File: config.mk
export PLATFORM = sky130hd
export DESIGN_NAME = dtp_timer
export DESIGN_NICKNAME = d
export VERILOG_FILES = /design/src/dtp_pkg.sv /design/src/dtp_timer.sv
export SDC_FILE = /design/constraint.sdc
export NUM_CORES = 1
export LEC_CHECK = 0
export CAP_MARGIN = 25
export CORE_ASPECT_RATIO = 0.6
export CORE_MARGIN = 2
export CORE_UTILIZATION = 54
export DETAILED_ROUTE_END_ITERATION = 16
export DONT_BUFFER_PORTS = 1
export PLACE_DENSITY = 0.69
export SYNTH_ARGS = -nofsm -noshare
export SYNTH_HDL_FRONTEND = slang
export SYNTH_SLANG_ARGS = --single-unit
File: constraint.sdc
create_clock -name clk_i -period 6.1 [get_ports clk_i]
set_input_delay 1.22 -clock clk_i [delete_from_list [all_inputs] [get_ports clk_i]]
set_output_delay 1.22 -clock clk_i [all_outputs]
set_load 0.05 [all_outputs]
File: src/dtp_pkg.sv
// Package for the down timer with PWM: register map, fields, reset values
package dtp_pkg;
   // -------------------------------------------------------------
   // Register offsets
   // -------------------------------------------------------------
   localparam logic [2:0] DTP_OFS_COUNT   = 3'h0;
   localparam logic [2:0] DTP_OFS_MODE    = 3'h1;
   localparam logic [2:0] DTP_OFS_CLOCK   = 3'h2;
   localparam logic [2:0] DTP_OFS_DUTY    = 3'h3;
   localparam logic [2:0] DTP_OFS_PRESC   = 3'h4;
   localparam logic [2:0] DTP_OFS_HIGH    = 3'h5;

   // -------------------------------------------------------------
   // Field positions
   // -------------------------------------------------------------
   localparam int DTP_BIT_RUN      = 0;
   localparam int DTP_BIT_RELOAD   = 1;
   localparam int DTP_BIT_ONESHOT  = 2;
   localparam int DTP_BIT_POL      = 6;
   localparam int DTP_BIT_PINEN    = 7;
   localparam int DTP_BIT_PSEN_N   = 3;
   localparam int DTP_BIT_EDGE     = 4;
   localparam int DTP_BIT_SRC      = 5;

   // -------------------------------------------------------------
   // Reset values and constants
   // -------------------------------------------------------------
   localparam logic [7:0] DTP_MODE_RST   = 8'h00;
   localparam logic [7:0] DTP_CLOCK_RST  = 8'h3F;
   localparam logic [7:0] DTP_PRESC_RST  = 8'hFF;
   localparam logic [9:0] DTP_CNT_MAX    = 10'h3FF;
   localparam logic [9:0] DTP_CNT_ZERO   = 10'h000;
   localparam logic [7:0] DTP_MODE_MASK  = 8'hC7;
   localparam logic [7:0] DTP_CLOCK_MASK = 8'h3F;
   localparam logic [7:0] DTP_HIGH_MASK  = 8'h33;

   // Register read/write request carrier
   typedef struct packed {
      logic [2:0] addr;
      logic [7:0] data;
      logic       wr;
      logic       rd;
   } dtp_req_s;
endpackage

File: src/dtp_timer.sv
// Ten-bit down timer with prescaler and PWM output
//
// Behaviour
// - Ten-bit down counter, count reads live value
// - Count write loads reload and live counter
// - Run bit gates counting, resets to zero
// - Non-stop, no reload: wrap to 0x3FF
// - Non-stop with reload: reload on underflow
// - One-shot counts to zero then stops
// - Polarity bit selects PWM active level
// - Pin enable routes PWM onto port pin
// - Prescaler divides by two to field-plus-one
// - Edge bit picks falling or rising edges
// - Source bit picks external pin, resets one
// - Frame from reload, duty from high+duty
// - Prescaler count readable, resets all ones
//
// The plain strobed port was decided locally.
module dtp_timer
   import dtp_pkg::*;
(
   // Clock, reset, enable
   input  wire logic       clk_i,
   input  wire logic       srst_i,
   input  wire logic       ce_i,
   // Register port
   input  wire logic [2:0] addr_i,
   input  wire logic [7:0] wdata_i,
   input  wire logic       wr_i,
   input  wire logic       rd_i,
   output logic      [7:0] rdata_o,
   // Pins
   input  wire logic       ext_clk_i,
   input  wire logic       gpio_out_i,
   input  wire logic       gpio_oe_i,
   output logic            pwm_pin_o,
   output logic            pwm_pin_oe_o,
   output logic            pwm_o
);
   // -------------------------------------------------------------
   // State
   // -------------------------------------------------------------
   dtp_req_s   req;
   logic [7:0] mode_reg, next_mode_reg;
   logic [7:0] clk_reg, next_clk_reg;
   logic [7:0] duty_low, next_duty_low;
   logic [7:0] high_reg, next_high_reg;
   logic [7:0] reload_low, next_reload_low;
   logic [9:0] count, next_count;
   logic [7:0] presc, next_presc;
   logic       stopped, next_stopped;
   logic [7:0] rdata, next_rdata;
   logic       pin, next_pin, pin_oe, next_pin_oe, pwm, next_pwm;
   // Pin synchroniser taps and tick qualifiers
   logic       ext_s1, ext_s2, ext_s3;
   logic       ext_edge, tick_src, tick;
   // Ten-bit words assembled from the shared high register
   logic [9:0] reload_val, duty_val;

   // Bundle the bus inputs so the decode reads them as one request
   assign req = '{addr: addr_i, data: wdata_i, wr: wr_i, rd: rd_i};

   // Mask of prescaler bits whose all-ones state ends a division step
   function automatic logic [7:0] div_mask(input logic [2:0] sel);
      div_mask = 8'(({1'b0, 8'hFF} << (4'(sel) + 4'h1)) >> 9'h000);
      div_mask = ~div_mask;
   endfunction

   // -------------------------------------------------------------
   // Input synchroniser for the external count pin
   // -------------------------------------------------------------
   // Third stage feeds the edge detector so the first stage stays clean
   always_ff @(posedge clk_i) begin
      if (srst_i) begin
         ext_s1 <= 1'b0;
         ext_s2 <= 1'b0;
         ext_s3 <= 1'b0;
      end else if (ce_i) begin
         ext_s1 <= ext_clk_i;
         ext_s2 <= ext_s1;
         ext_s3 <= ext_s2;
      end
   end

   // Edge choice and clock source choice
   always_comb begin
      ext_edge = clk_reg[DTP_BIT_EDGE] ? (ext_s3 & ~ext_s2)
                                       : (~ext_s3 & ext_s2);
      tick_src = clk_reg[DTP_BIT_SRC] ? ext_edge : 1'b1;
   end

   // Values built from the shared high register
   assign reload_val = {high_reg[5:4], reload_low};
   assign duty_val   = {high_reg[1:0], duty_low};

   // -------------------------------------------------------------
   // Prescaler: a tick leaves it when the selected low bits are all ones
   // -------------------------------------------------------------
   // Counts only while running; a divider changed while enabled can cut a period short
   always_comb begin
      next_presc = presc;
      tick       = 1'b0;
      if (mode_reg[DTP_BIT_RUN] && tick_src) begin
         if (clk_reg[DTP_BIT_PSEN_N]) begin
            tick = 1'b1;                                      // Bypassed
         end else begin
            next_presc = presc + 8'h01;
            tick = ((presc & div_mask(clk_reg[2:0])) ==
                    div_mask(clk_reg[2:0]));
         end
      end
   end

   // -------------------------------------------------------------
   // Registers, counter and PWM next values
   // -------------------------------------------------------------
   always_comb begin
      next_mode_reg   = mode_reg;
      next_clk_reg    = clk_reg;
      next_duty_low   = duty_low;
      next_high_reg   = high_reg;
      next_reload_low = reload_low;
      next_count      = count;
      next_stopped    = stopped;
      next_rdata      = 8'h00;
      // Counting; halted while the run bit is low
      if (tick && !stopped) begin
         if (count == DTP_CNT_ZERO) begin
            if (mode_reg[DTP_BIT_ONESHOT]) begin
               next_stopped = 1'b1;
            end else if (mode_reg[DTP_BIT_RELOAD]) begin
               next_count = reload_val;
            end else begin
               next_count = DTP_CNT_MAX;
            end
         end else begin
            next_count = count - 10'h001;
         end
      end
      // Register writes take priority over counting, except a run-bit restart, which loses to an underflow stop
      if (req.wr) begin
         case (req.addr)
            DTP_OFS_COUNT: begin
               next_reload_low = req.data;
               next_count      = {high_reg[5:4], req.data};
               next_stopped    = 1'b0;
            end
            DTP_OFS_MODE: begin
               next_mode_reg = req.data & DTP_MODE_MASK;
               // An underflow stop set in this same cycle wins over the restart
               if (req.data[DTP_BIT_RUN] && (next_stopped == stopped)) begin
                  next_stopped = 1'b0;
               end
            end
            DTP_OFS_CLOCK: begin
               // Divider is assumed changed only while bypassed
               next_clk_reg = req.data & DTP_CLOCK_MASK;
            end
            DTP_OFS_DUTY: begin
               next_duty_low = req.data;
            end
            DTP_OFS_HIGH: begin
               next_high_reg = req.data & DTP_HIGH_MASK;
            end
            default: begin
            end
         endcase
      end
      // Read data, one cycle after the strobe
      if (req.rd) begin
         case (req.addr)
            DTP_OFS_COUNT: next_rdata = count[7:0];
            DTP_OFS_MODE:  next_rdata = mode_reg;
            DTP_OFS_CLOCK: next_rdata = clk_reg;
            DTP_OFS_DUTY:  next_rdata = duty_low;
            DTP_OFS_PRESC: next_rdata = presc;
            DTP_OFS_HIGH:  next_rdata = {2'b00, count[9:8], 2'b00, high_reg[1:0]};
            default:       next_rdata = 8'h00;
         endcase
      end
   end

   // PWM level and pin routing
   // Level trails the counter by one cycle so the pin and pwm_o stay aligned
   always_comb begin
      next_pwm    = (count <= duty_val) ^ mode_reg[DTP_BIT_POL];
      next_pin    = mode_reg[DTP_BIT_PINEN] ? next_pwm : gpio_out_i;
      next_pin_oe = mode_reg[DTP_BIT_PINEN] ? 1'b1 : gpio_oe_i;
   end

   // -------------------------------------------------------------
   // State registers
   // -------------------------------------------------------------
   // Everything holds while ce_i is low; reset does not wait for the enable
   always_ff @(posedge clk_i) begin
      if (srst_i) begin
         mode_reg   <= DTP_MODE_RST;
         clk_reg    <= DTP_CLOCK_RST;
         duty_low   <= 8'h00;
         high_reg   <= 8'h00;
         reload_low <= 8'h00;
         count      <= DTP_CNT_ZERO;
         presc      <= DTP_PRESC_RST;
         stopped    <= 1'b0;
         rdata      <= 8'h00;
         pwm        <= 1'b0;
         pin        <= 1'b0;
         pin_oe     <= 1'b0;
      end else if (ce_i) begin
         mode_reg   <= next_mode_reg;
         clk_reg    <= next_clk_reg;
         duty_low   <= next_duty_low;
         high_reg   <= next_high_reg;
         reload_low <= next_reload_low;
         count      <= next_count;
         presc      <= next_presc;
         stopped    <= next_stopped;
         rdata      <= next_rdata;
         pwm        <= next_pwm;
         pin        <= next_pin;
         pin_oe     <= next_pin_oe;
      end
   end

   // Outputs come straight from their flops
   assign rdata_o      = rdata;
   assign pwm_o        = pwm;
   assign pwm_pin_o    = pin;
   assign pwm_pin_oe_o = pin_oe;

   // -------------------------------------------------------------
   // Assertions
   // -------------------------------------------------------------
   a_halt_when_off: assert property (@(posedge clk_i) disable iff (srst_i)
      (ce_i && !mode_reg[DTP_BIT_RUN] && !wr_i) |=> $stable(count))
      else $error("counter moved while halted");
   a_write_loads: assert property (@(posedge clk_i) disable iff (srst_i)
      (ce_i && wr_i && addr_i == DTP_OFS_COUNT) |=>
      count == {$past(high_reg[5:4]), $past(wdata_i)})
      else $error("count write did not load counter");
   a_wrap_max: assert property (@(posedge clk_i) disable iff (srst_i)
      (ce_i && tick && !stopped && !wr_i && count == DTP_CNT_ZERO &&
       mode_reg[2:1] == 2'b00) |=> count == DTP_CNT_MAX)
      else $error("no wrap to max");
   a_reload_under: assert property (@(posedge clk_i) disable iff (srst_i)
      (ce_i && tick && !stopped && !wr_i && count == DTP_CNT_ZERO &&
       mode_reg[2:1] == 2'b01) |=> count == $past(reload_val))
      else $error("no reload on underflow");
   a_oneshot_stop: assert property (@(posedge clk_i) disable iff (srst_i)
      (ce_i && tick && !wr_i && count == DTP_CNT_ZERO &&
       mode_reg[DTP_BIT_ONESHOT]) |=> stopped && count == DTP_CNT_ZERO)
      else $error("one-shot did not stop");
   a_pwm_level: assert property (@(posedge clk_i) disable iff (srst_i)
      ce_i |=> pwm == (($past(count) <= $past(duty_val)) ^ $past(mode_reg[DTP_BIT_POL])))
      else $error("pwm level wrong");
   a_pin_route: assert property (@(posedge clk_i) disable iff (srst_i)
      (ce_i && mode_reg[DTP_BIT_PINEN]) |=> pwm_pin_oe_o && pwm_pin_o == pwm_o)
      else $error("pwm not routed to pin");
   a_bypass_tick: assert property (@(posedge clk_i) disable iff (srst_i)
      (mode_reg[DTP_BIT_RUN] && !clk_reg[DTP_BIT_SRC] && clk_reg[DTP_BIT_PSEN_N]) |-> tick)
      else $error("bypassed internal source did not tick");
   a_presc_read: assert property (@(posedge clk_i) disable iff (srst_i)
      (ce_i && rd_i && addr_i == DTP_OFS_PRESC) |=> rdata_o == $past(presc))
      else $error("prescaler read wrong");

   // -------------------------------------------------------------
   // Reset, register access and counting checks
   // -------------------------------------------------------------
   // Sync reset lands the documented values whatever ce_i does
   a_reset_values: assert property (@(posedge clk_i)
      srst_i |=> mode_reg == DTP_MODE_RST && clk_reg == DTP_CLOCK_RST &&
      presc == DTP_PRESC_RST && count == DTP_CNT_ZERO)
      else $error("reset values wrong");
   a_count_read: assert property (@(posedge clk_i) disable iff (srst_i)
      (ce_i && rd_i && addr_i == DTP_OFS_COUNT) |=> rdata_o == $past(count[7:0]))
      else $error("count read did not return live value");
   // A plain tick away from zero must step down by exactly one
   a_count_down: assert property (@(posedge clk_i) disable iff (srst_i)
      (ce_i && tick && !stopped && !wr_i && count != DTP_CNT_ZERO) |=>
      count == $past(count) - 10'h001)
      else $error("counter did not step down");
   a_stop_holds: assert property (@(posedge clk_i) disable iff (srst_i)
      (ce_i && stopped && !wr_i) |=> stopped && $stable(count))
      else $error("stopped one-shot moved");
   // Edge recomputed from the synchroniser taps, not from the select logic
   a_edge_quiet: assert property (@(posedge clk_i) disable iff (srst_i)
      (ce_i && clk_reg[DTP_BIT_SRC] && !wr_i &&
       !(clk_reg[DTP_BIT_EDGE] ? (ext_s3 && !ext_s2) : (!ext_s3 && ext_s2))) |=>
      $stable(count) && $stable(presc))
      else $error("counter moved without a selected pin edge");
   a_edge_counts: assert property (@(posedge clk_i) disable iff (srst_i)
      (ce_i && mode_reg[DTP_BIT_RUN] && clk_reg[DTP_BIT_SRC] && clk_reg[DTP_BIT_PSEN_N] &&
       !stopped && !wr_i && count != DTP_CNT_ZERO && ext_edge) |=>
      count == $past(count) - 10'h001)
      else $error("selected pin edge did not step the counter");
   // Low enable freezes the block; the bench drops it in mid-count
   a_ce_freeze: assert property (@(posedge clk_i) disable iff (srst_i)
      (!ce_i && !srst_i) |=> $stable(count) && $stable(presc) && $stable(mode_reg) &&
      $stable(rdata_o) && $stable(pwm_o))
      else $error("state moved while clock enable low");

   // -------------------------------------------------------------
   // Pin routing checks
   // -------------------------------------------------------------
   a_pin_gpio: assert property (@(posedge clk_i) disable iff (srst_i)
      (ce_i && !mode_reg[DTP_BIT_PINEN]) |=>
      pwm_pin_o == $past(gpio_out_i) && pwm_pin_oe_o == $past(gpio_oe_i))
      else $error("port pin not left to general purpose logic");
endmodule

==> results.sh, run 1 <==
export IMPL_setup_tns_ns=0
export IMPL_dp_hpwl_um=7680
export IMPL_root_buffer="clkbuf_16"
export IMPL_io_pins=30
export IMPL_ys_ff_latch=64
export IMPL_finalNetCount=471
export IMPL_period_share_pct=42.8
export IMPL_arrival_ns=2.80
export IMPL_design_die_area_um2=7630
export IMPL_synthesis_nets=486
export IMPL_drive_above_1_share_pct=6.79
export IMPL_setup_ws_ns=3.49
export IMPL_fmax_mhz=383
export IMPL_postCtsHoldBufs=0
export IMPL_hold_path_startpoint="reload_low[5]"
export IMPL_grt_pass1_vias=2990
export IMPL_vias=3419
export IMPL_firstDrtPassIters=6
export IMPL_holdPathStages=2
export IMPL_total_power_mw=1.02
export IMPL_static_leakage_power_nw=1.43
export IMPL_pwr_density_cell_nw_per_um2=253
export IMPL_grt_util_met2_pct=40.7
export IMPL_die_w_um=111
export IMPL_diodes=0
export IMPL_cts_made_buffers=9
export IMPL_dp_slack_ns=3.30
export IMPL_worstPathMaxFanout=8
export IMPL_maxCapViolCount=0
export IMPL_drt_initial_drc_count=511
export IMPL_via_per_inst=6.46
export IMPL_use_met1_pct=42.5
export IMPL_wl_um=10900
export IMPL_yosysWarnings=0
export IMPL_grt_pass1_wl_um=17100
export IMPL_rsz0062_at_grt="false"
export IMPL_grt_max_degree=61
export IMPL_synthCells=452
export IMPL_cts_tree="built"
export IMPL_place_congestion=1.00
export IMPL_endpoint_kind="register"
export IMPL_fp_dieH_um=68.5
export IMPL_status="completed"
export IMPL_clockBufferDepth=2
export IMPL_clock_sinks=64
export IMPL_synth_avg_cell_area_um2=8.27
export IMPL_fin_worst_skew_ns=0.00841
export IMPL_r2r_cells=7
export IMPL_route_detailed_drc=0
export IMPL_synth_edf_count=0
export IMPL_vdd_ir_drop_worst_mv=0.225
export IMPL_yosysSeqAreaShare_pct=34.3
export IMPL_cts_htree_levels=3
export IMPL_crit_chain="inv_1 -> ha_1 -> nor3b_2 -> and3_1 -> nor2_1 -> a2111oi_0 -> a311oi_1"
export IMPL_antenna_found_initial=0
export IMPL_finalInstanceArea_um2=4020
export IMPL_largest_register="count"
export IMPL_ys_async_sr_fraction_pct=0
export IMPL_ant_nets=0
export IMPL_relSlewSlack_pct=30.4
export IMPL_grt_overflow_total=0
export IMPL_initial_core_util_pct=56.0
export IMPL_wl_per_cell_um=20.6
export IMPL_synthFlopType="dfxtp_1"
export IMPL_min_period_ns=2.61
export IMPL_syn_area_um2=3740
export IMPL_grtUsageMet3_pct=13.6
export IMPL_critPathLaunchType="register"
export IMPL_dpl_cell_area_um2=3740
export IMPL_grt_usage_pct=30.1
export IMPL_max_stage_delay_ns=0.58
export IMPL_syn2layout_area_growth_pct=7.53
export IMPL_critPathRequiredTime_ns=6.29
export IMPL_critical_path_slowest_cell="a2111oi_0"
export IMPL_grt_busiest_layer="met1"
export IMPL_timing_rr_start="count[0]"
export IMPL_synth_cell_type_count=65
export IMPL_crit_type="reg -> reg"
export IMPL_startpoint="count[0]"
export IMPL_fp_row_count=23
export IMPL_largest_reg_flops=10
export IMPL_hold_violations=0
export IMPL_core_area_um2=6680
export IMPL_port_buffers=0
export IMPL_setup_viol=0
export IMPL_clkTransAtPathRegs_ns=0.05
export IMPL_ctsResizeCount=0
export IMPL_maxSlewViolCount=0
export IMPL_max_slew_worst_pin_slew_ns=1.04
export IMPL_clk_latency_ns=0.34
export IMPL_hp_class="reg -> reg"
export IMPL_post_cts_buffers=0
## cells in the mapped netlist, types with 5 or more instances
cell type  instances  area (µm²)
a211oi_1           5        37.5
buf_2              6        30.0
nor4_1             5        31.3
o21ai_0           19        95.1
ha_1              15         188
nor2_1            44         165
nand3b_1           5        37.5
clkbuf_1          16        60.1
nand2b_1          13        81.3
or3_1              6        37.5
nand2_1           46         173
xnor2_1            6        52.6
a22oi_1           12        90.1
nand4_1            5        31.3
o22ai_1            5        31.3
mux2i_1           28         280
and4_1             5        43.8
inv_1             27         101
a21oi_1           32         160
nor2b_1            6        37.5
nand3_1            7        35.0
dfxtp_1           64        1280
## final cells by class
cell class	count	area [µm²]
fill	618	2660
inverter	28	105
multi-input combinational	334	2240
sequential	64	1280
tap	87	109
clock inverter	4	28.8
clock buffer	12	256
## critical path: cells and delay by family, from the launching register on
| kind | cells | cell delay (ns) |
|---|---|---|
| buffers and inverters | 1 | 0.19 |
| AOI/OAI and AO/OA | 2 | 0.66 |
| adders and majority gates | 1 | 0.29 |
| DFF | 1 | 0.37 |
| and+or+nand+nor | 3 | 0.94 |
## path summary, 6_finish.rpt
path | to | slack (ns)
setup / recovery | count[0] | 3.49
hold / removal | reload_low[5] | 0.44
setup reg to reg | count[0] | 3.49
hold reg to reg | reload_low[5] | 0.44
## power by group
group          total, mW  switching [mW]  internal, mW
sequential         0.447          0.0205         0.426
clock              0.490           0.194         0.297
combinational     0.0814          0.0477        0.0337
total               1.02           0.262         0.757
## routing by layer
layer  vias up  part of all wire [%]
li1       1609                     -
met1      1610                    48
met2       177                    39
met3        23                    12
met4         0                   1.4
met5         -                     0
## stage by stage
step | instances | util [%] | hold slack [ns]
6_report | 529 | 60.2 | 0.444
5_1_grt | 529 | 60.2 | 0.479
2_1_floorplan | 452 | - | 0.433
3_5_place_dp | 513 | 56.0 | 0.437
3_3_place_gp | 513 | 56.0 | 0.437
4_1_cts | 529 | 60.2 | 0.445
## logic make-up (layout without fill, tap and decap cells)
group,after synthesis,after routing,synth area share [%]
AOI/OAI and AO/OA,116,116,21.1
DFF,64,64,34.3
buffers and inverters,54,44,5.82
xor gates and xnor gates,8,8,1.87
muxes,31,31,9.10
adders and majority gates,15,15,5.02
and+or+nand+nor,164,164,22.8
## cells in the final DEF (no fill, tap or decap), types with 6 or more instances in the layout
cell	synthesis	final
a22oi_1	12	12
nor2_1	44	44
o21ai_0	19	19
a21oi_1	32	32
xnor2_1	6	6
dfxtp_1	64	64
ha_1	15	15
nand2_1	46	46
inv_1	27	27
or3_1	6	6
nand2b_1	13	13
clkbuf_16	0	9
nand3_1	7	7
nor2b_1	6	6
mux2i_1	28	28
Power figures use the tool's default switching activity.
==> run 2, diff against run 1 <==
==> constraint.sdc (replaced) <==
create_clock -name clk_i -period 2.48 [get_ports clk_i]
set_input_delay 0.496 -clock clk_i [delete_from_list [all_inputs] [get_ports clk_i]]
set_output_delay 0.496 -clock clk_i [all_outputs]
set_load 0.05 [all_outputs]
==> run 2 against run 1 <==
Core utilization is 1.6 points higher. Largest cell class unchanged. Power is 140% higher. Critical path depth is 1 higher. Critical path type unchanged.
==> results.sh, run 2 (synthesized netlist as in run 1, its figures left out) <==
export IMPL_place_congestion=1.03
export IMPL_ant_nets=0
export IMPL_endpoint_kind="register"
export IMPL_wl_per_cell_um=21.2
export IMPL_largest_register="count"
export IMPL_cts_htree_levels=3
export IMPL_fin_cells=546
export IMPL_fin_worst_skew_ns=0.00741
export IMPL_max_slew_worst_pin_slew_ns=0.673
export IMPL_period_share_pct=94.0
export IMPL_maxCapViolCount=0
export IMPL_core_area_um2=6680
export IMPL_fmax_mhz=429
export IMPL_fillerInstances=632
export IMPL_largest_reg_flops=10
export IMPL_drt_initial_drc_count=602
export IMPL_grt_overflow_total=0
export IMPL_finalNetCount=489
export IMPL_layout_commonest_cell="dfxtp_1"
export IMPL_drive_above_1_share_pct=10.2
export IMPL_fp_dieH_um=68.5
export IMPL_critical_path_slowest_cell="dfxtp_1"
export IMPL_firstDrtPassIters=6
export IMPL_critPathLaunchType="register"
export IMPL_arrival_ns=2.55
export IMPL_clockBufferDepth=2
export IMPL_cts_made_buffers=9
export IMPL_root_buffer="clkbuf_16"
export IMPL_vias=3582
export IMPL_clock_sinks=64
export IMPL_setup_tns_ns=0
export IMPL_hp_class="in -> reg"
export IMPL_min_period_ns=2.33
export IMPL_hold_violations=0
export IMPL_dpl_cell_area_um2=3870
export IMPL_fp_row_count=23
export IMPL_vdd_ir_drop_worst_mv=0.499
export IMPL_port_buffers=0
export IMPL_setup_ws_ns=0.149
export IMPL_rsz0062_at_grt="false"
export IMPL_static_leakage_power_nw=1.51
export IMPL_io_pins=30
export IMPL_route_detailed_drc=0
export IMPL_crit_type="reg -> reg"
export IMPL_diodes=0
export IMPL_final_cell_mix="dfxtp_1 (64), nand2_1 (45), nor2_1 (44)"
export IMPL_status="completed"
export IMPL_placed_cells=531
export IMPL_crit_chain="inv_1 -> ha_1 -> nor3b_2 -> buf_4 -> nand3_1 -> nor4_1 -> a211o_1 -> a221oi_1"
export IMPL_worstPathMaxFanout=7
export IMPL_maxSlewViolCount=0
export IMPL_grt_max_degree=61
export IMPL_critPathRequiredTime_ns=2.70
export IMPL_grt_pass1_wl_um=17900
export IMPL_syn2layout_area_growth_pct=10.4
export IMPL_design_die_area_um2=7630
export IMPL_pwr_density_cell_nw_per_um2=589
export IMPL_grt_pass1_vias=3203
export IMPL_dp_hpwl_um=8220
export IMPL_grt_usage_pct=31.5
export IMPL_setup_viol=0
export IMPL_clk_latency_ns=0.34
export IMPL_die_w_um=111
export IMPL_wl_um=11600
export IMPL_relSlewSlack_pct=55.1
export IMPL_max_stage_delay_ns=0.46
export IMPL_antenna_found_initial=1
export IMPL_via_per_inst=6.56
export IMPL_clkTransAtPathRegs_ns=0.06
export IMPL_initial_core_util_pct=56.0
export IMPL_finalInstanceArea_um2=4130
export IMPL_dp_slack_ns=0.138
export IMPL_cts_tree="built"
-- run 2: worst paths after layout --
kind | startpoint | end | slack [ns] | depth (start not counted)
setup / recovery | count[1] | count[2] | 0.15 | 8
hold / removal | srst_i | mode_reg[1] | 0.22 | 1
setup reg to reg | count[1] | count[2] | 0.15 | 8
hold reg to reg | reload_low[4] | reload_low[4] | 0.45 | 2
-- run 2: per-stage QoR --
stage                     util [%]  power (mW)  hold slack, ns
final                         61.9        2.43           0.225
after floorplan                  -        1.29           0.433
after CTS                     61.8        2.45           0.218
after global routing          61.9        2.52           0.220
after detailed placement      58.0        1.33           0.442
after global placement        58.0        1.33           0.437
-- run 2: cell type report --
| class | count | area [µm²] | area share [%] |
|---|---|---|---|
| clock buffer | 11 | 233 | 5.63 |
| clock inverter | 4 | 22.5 | 0.545 |
| inverter | 28 | 105 | 2.54 |
| multi-input combinational | 334 | 2240 | 54.3 |
| sequential | 64 | 1280 | 31.0 |
| tap | 87 | 109 | 2.64 |
| timing repair buffer | 18 | 135 | 3.27 |
-- run 2: timing repair --
action                                  in CTS  in global routing
buffers inserted                             0                  0
hold buffers                                 0                  0
resized for setup                            0                  2
hold endpoints to repair                     0                  0
endpoints found under the setup margin       0                  6
-- run 2: routing by layer --
metal	wire length (µm)	track usage (%)	part of all wire [%]
met1	5270	43.3	46
met2	4490	43.7	39
met3	1510	14.0	13
met4	269	11.1	2.3
met5	30	0	0.26
-- run 2: critical path, delay by kind of cell, from the launching register on --
kind	cells	cell delay, ns
compound gates	2	0.67
fa+ha+maj	1	0.28
buf+inv	2	0.29
flops	1	0.46
simple gates	3	0.51
-- run 2: power by group --
part / switching (mW) / internal (mW) / total [mW] / leakage, nW
clock network: 0.446 / 0.664 / 1.11 / 0.125
registers: 0.0476 / 1.05 / 1.10 / 0.518
logic: 0.127 / 0.0987 / 0.226 / 0.869
==> run 3, diff against run 2 <==
--- a/config.mk
+++ b/config.mk
@@ -5,6 +5,7 @@
 export SDC_FILE = /design/constraint.sdc
 export NUM_CORES = 1
 export LEC_CHECK = 0
+export ABC_AREA = 1
 export CAP_MARGIN = 25
 export CORE_ASPECT_RATIO = 0.6
 export CORE_MARGIN = 2
==> constraint.sdc (replaced) <==
create_clock -name clk_i -period 2.6 [get_ports clk_i]
set_input_delay 0.52 -clock clk_i [delete_from_list [all_inputs] [get_ports clk_i]]
set_output_delay 0.52 -clock clk_i [all_outputs]
set_load 0.05 [all_outputs]
==> run 3 against run 2 <==
Critical path depth up 2. Clock power is 9.9% higher. Combinational power up 25%. Sequential power fell by 5%. Clock skew about the same. Worst hold slack better by 0.026 ns. Setup slack improved by 0.45 ns. Cell count grew 19%. Clock-buffer cell count shrank 1. Largest cell class unchanged.
==> results.sh, run 3 <==
export IMPL_status="completed"
export IMPL_largest_reg_flops=10
export IMPL_vias=3836
export IMPL_critPathLaunchType="register"
export IMPL_clk_latency_ns=0.34
export IMPL_die_w_um=112
export IMPL_worstPathMaxFanout=7
export IMPL_design_die_area_um2=7660
export IMPL_diodes=0
export IMPL_clock_sinks=64
export IMPL_max_slew_worst_pin_slew_ns=0.855
export IMPL_port_buffers=0
export IMPL_initial_core_util_pct=56.0
export IMPL_yosys_area_share_adder_pct=5.00
export IMPL_ant_nets=0
export IMPL_maxSlewViolCount=0
export IMPL_synthCells=561
export IMPL_period_share_pct=76.9
export IMPL_grt_overflow_total=0
export IMPL_crit_type="reg -> reg"
export IMPL_synth_avg_cell_area_um2=6.69
export IMPL_antenna_found_initial=0
export IMPL_setup_tns_ns=0
export IMPL_maxCapViolCount=0
export IMPL_yosysMostFrequentCell="nand2_1"
export IMPL_cts_htree_levels=3
export IMPL_pwr_density_cell_nw_per_um2=619
export IMPL_root_buffer="clkbuf_16"
export IMPL_clkTransAtPathRegs_ns=0.06
export IMPL_firstDrtPassIters=5
export IMPL_wl_per_cell_um=18.5
export IMPL_yosys_top_cells_area="dfxtp_1 (34%), nand2_1 (13%), a21oi_1 (7.5%)"
export IMPL_grt_pass1_vias=3349
export IMPL_fp_dieH_um=68.6
export IMPL_relSlewSlack_pct=42.9
export IMPL_drt_initial_drc_count=405
export IMPL_fmax_mhz=500
export IMPL_endpoint_kind="register"
export IMPL_synth_top_area_share_pct=34.1
export IMPL_hp_class="in -> reg"
export IMPL_min_period_ns=2.00
export IMPL_route_detailed_drc=0
export IMPL_setup_viol=0
export IMPL_synth_top_cell_by_area="dfxtp_1"
export IMPL_place_congestion=1.01
export IMPL_ys_ff_latch=64
export IMPL_post_cts_buffers=0
export IMPL_final_cell_mix="nand2_1 (129), dfxtp_1 (64), inv_1 (61)"
export IMPL_ys_async_sr_fraction_pct=0
export IMPL_cts_made_buffers=9
export IMPL_static_leakage_power_nw=1.84
export IMPL_synthXorXnorAreaFrac_pct=0.933
export IMPL_fin_worst_skew_ns=0.00705
export IMPL_vdd_ir_drop_worst_mv=0.458
export IMPL_postCtsHoldBufs=0
export IMPL_wl_um=12000
export IMPL_fp_row_count=23
export IMPL_synthFlopType="dfxtp_1"
export IMPL_layout_commonest_cell="nand2_1"
export IMPL_dpl_cell_area_um2=3820
export IMPL_synth_top_family_by_area="simple AND/OR/NAND/NOR gates"
export IMPL_rsz0062_at_grt="false"
export IMPL_synth_simple_area_share_pct=28.7
export IMPL_setup_ws_ns=0.602
export IMPL_yosysWarnings=0
export IMPL_synth_cell_type_count=39
export IMPL_dp_hpwl_um=8820
export IMPL_dp_slack_ns=0.645
export IMPL_synthesis_nets=595
export IMPL_holdPathStages=1
export IMPL_via_per_inst=5.89
export IMPL_hold_violations=0
export IMPL_syn_area_um2=3750
export IMPL_fillerInstances=638
export IMPL_clockBufferDepth=2
export IMPL_total_power_mw=2.55
export IMPL_grt_max_degree=35
export IMPL_yosysSeqAreaShare_pct=34.1
export IMPL_largest_register="count"
export IMPL_synthMuxAreaShare_pct=0
export IMPL_synth_edf_count=0
export IMPL_grt_pass1_wl_um=18700
export IMPL_synth_compound_area_share_pct=21.5
export IMPL_ctsResizeCount=0
export IMPL_synth_common_cells="nand2_1 (129), dfxtp_1 (64), inv_1 (61)"
export IMPL_cts_tree="built"
export IMPL_grt_usage_pct=32.7
export IMPL_drive_above_1_share_pct=9.57
export IMPL_syn2layout_area_growth_pct=9.67
export IMPL_finalInstanceArea_um2=4120
export IMPL_critPathRequiredTime_ns=2.84
export IMPL_core_area_um2=6710
export IMPL_io_pins=30
export IMPL_finalNetCount=593
export IMPL_r2r_cells=10
export IMPL_arrival_ns=2.24
## run 3: cell types whose count changed after synthesis, moves of 8 or more
cell / delta
a21oi_1: +24
nand3_1: +37
inv_1: +34
nand4_1: +10
inv_2: +11
nand2_1: +83
o21ai_1: +8
a22oi_1: -11
mux2i_1: -28
o21ai_0: +31
nand2b_1: -13
nor2_1: -14
## run 3: per-stage QoR
step,hold slack [ns],std cells,utilization (%)
detailed placement,0.450,635,57.0
global route,0.239,651,61.4
finish,0.251,651,61.4
global placement,0.442,635,57.0
CTS,0.235,651,61.4
floorplan,0.430,561,-
## run 3: final timing paths
kind / slack [ns] / startpoint / end
worst max-delay path: 0.60 / count[7] / pwm_o
worst max register to register: 0.60 / count[7] / pwm_o
worst min-delay path: 0.25 / srst_i / mode_reg[0]
worst min register to register: 0.46 / reload_low[5] / reload_low[5]
## run 3: report_power, final
group | leakage (nW) | total (mW) | internal, mW | switching (mW)
Sequential | 0.519 | 1.05 | 1.00 | 0.0436
Combinational | 1.17 | 0.282 | 0.0941 | 0.188
Clock | 0.143 | 1.22 | 0.747 | 0.472
Total | 1.84 | 2.55 | 1.85 | 0.704
## run 3: kinds of logic (layout without fill, tap and decap cells)
logic type | Yosys count | in the layout
simple gates | 240 | 240
compound gates | 145 | 145
buf+inv | 93 | 96
flops | 64 | 64
fa+ha+maj | 15 | 15
xor+xnor | 4 | 4
## run 3: worst max-delay path: stages, from the launching register on
cell,delay (ns)
dfxtp_1,0.42
ha_1,0.36
nand4_1,0.13
nor3_1,0.26
o21ai_0,0.14
o211ai_1,0.19
nand3_1,0.16
nand2_1,0.10
nand2_1,0.05
nand2_1,0.05
inv_1,0.04
## run 3: cell type report
type | count | area (µm²) | area share (%)
clock buffer | 10 | 229 | 5.56
clock inverter | 6 | 68.8 | 1.67
inverter | 76 | 290 | 7.05
multi-input combinational | 404 | 2110 | 51.2
sequential | 64 | 1280 | 31.1
tap | 87 | 109 | 2.64
timing repair buffer | 4 | 30.0 | 0.729
## run 3: per-layer routing
layer,up-vias,GRT usage (%),part of all wire [%]
li1,1877,-,-
met1,1779,50.0,50
met2,170,44.8,39
met3,10,8.57,9.8
met4,0,8.18,0.67
met5,-,0,0
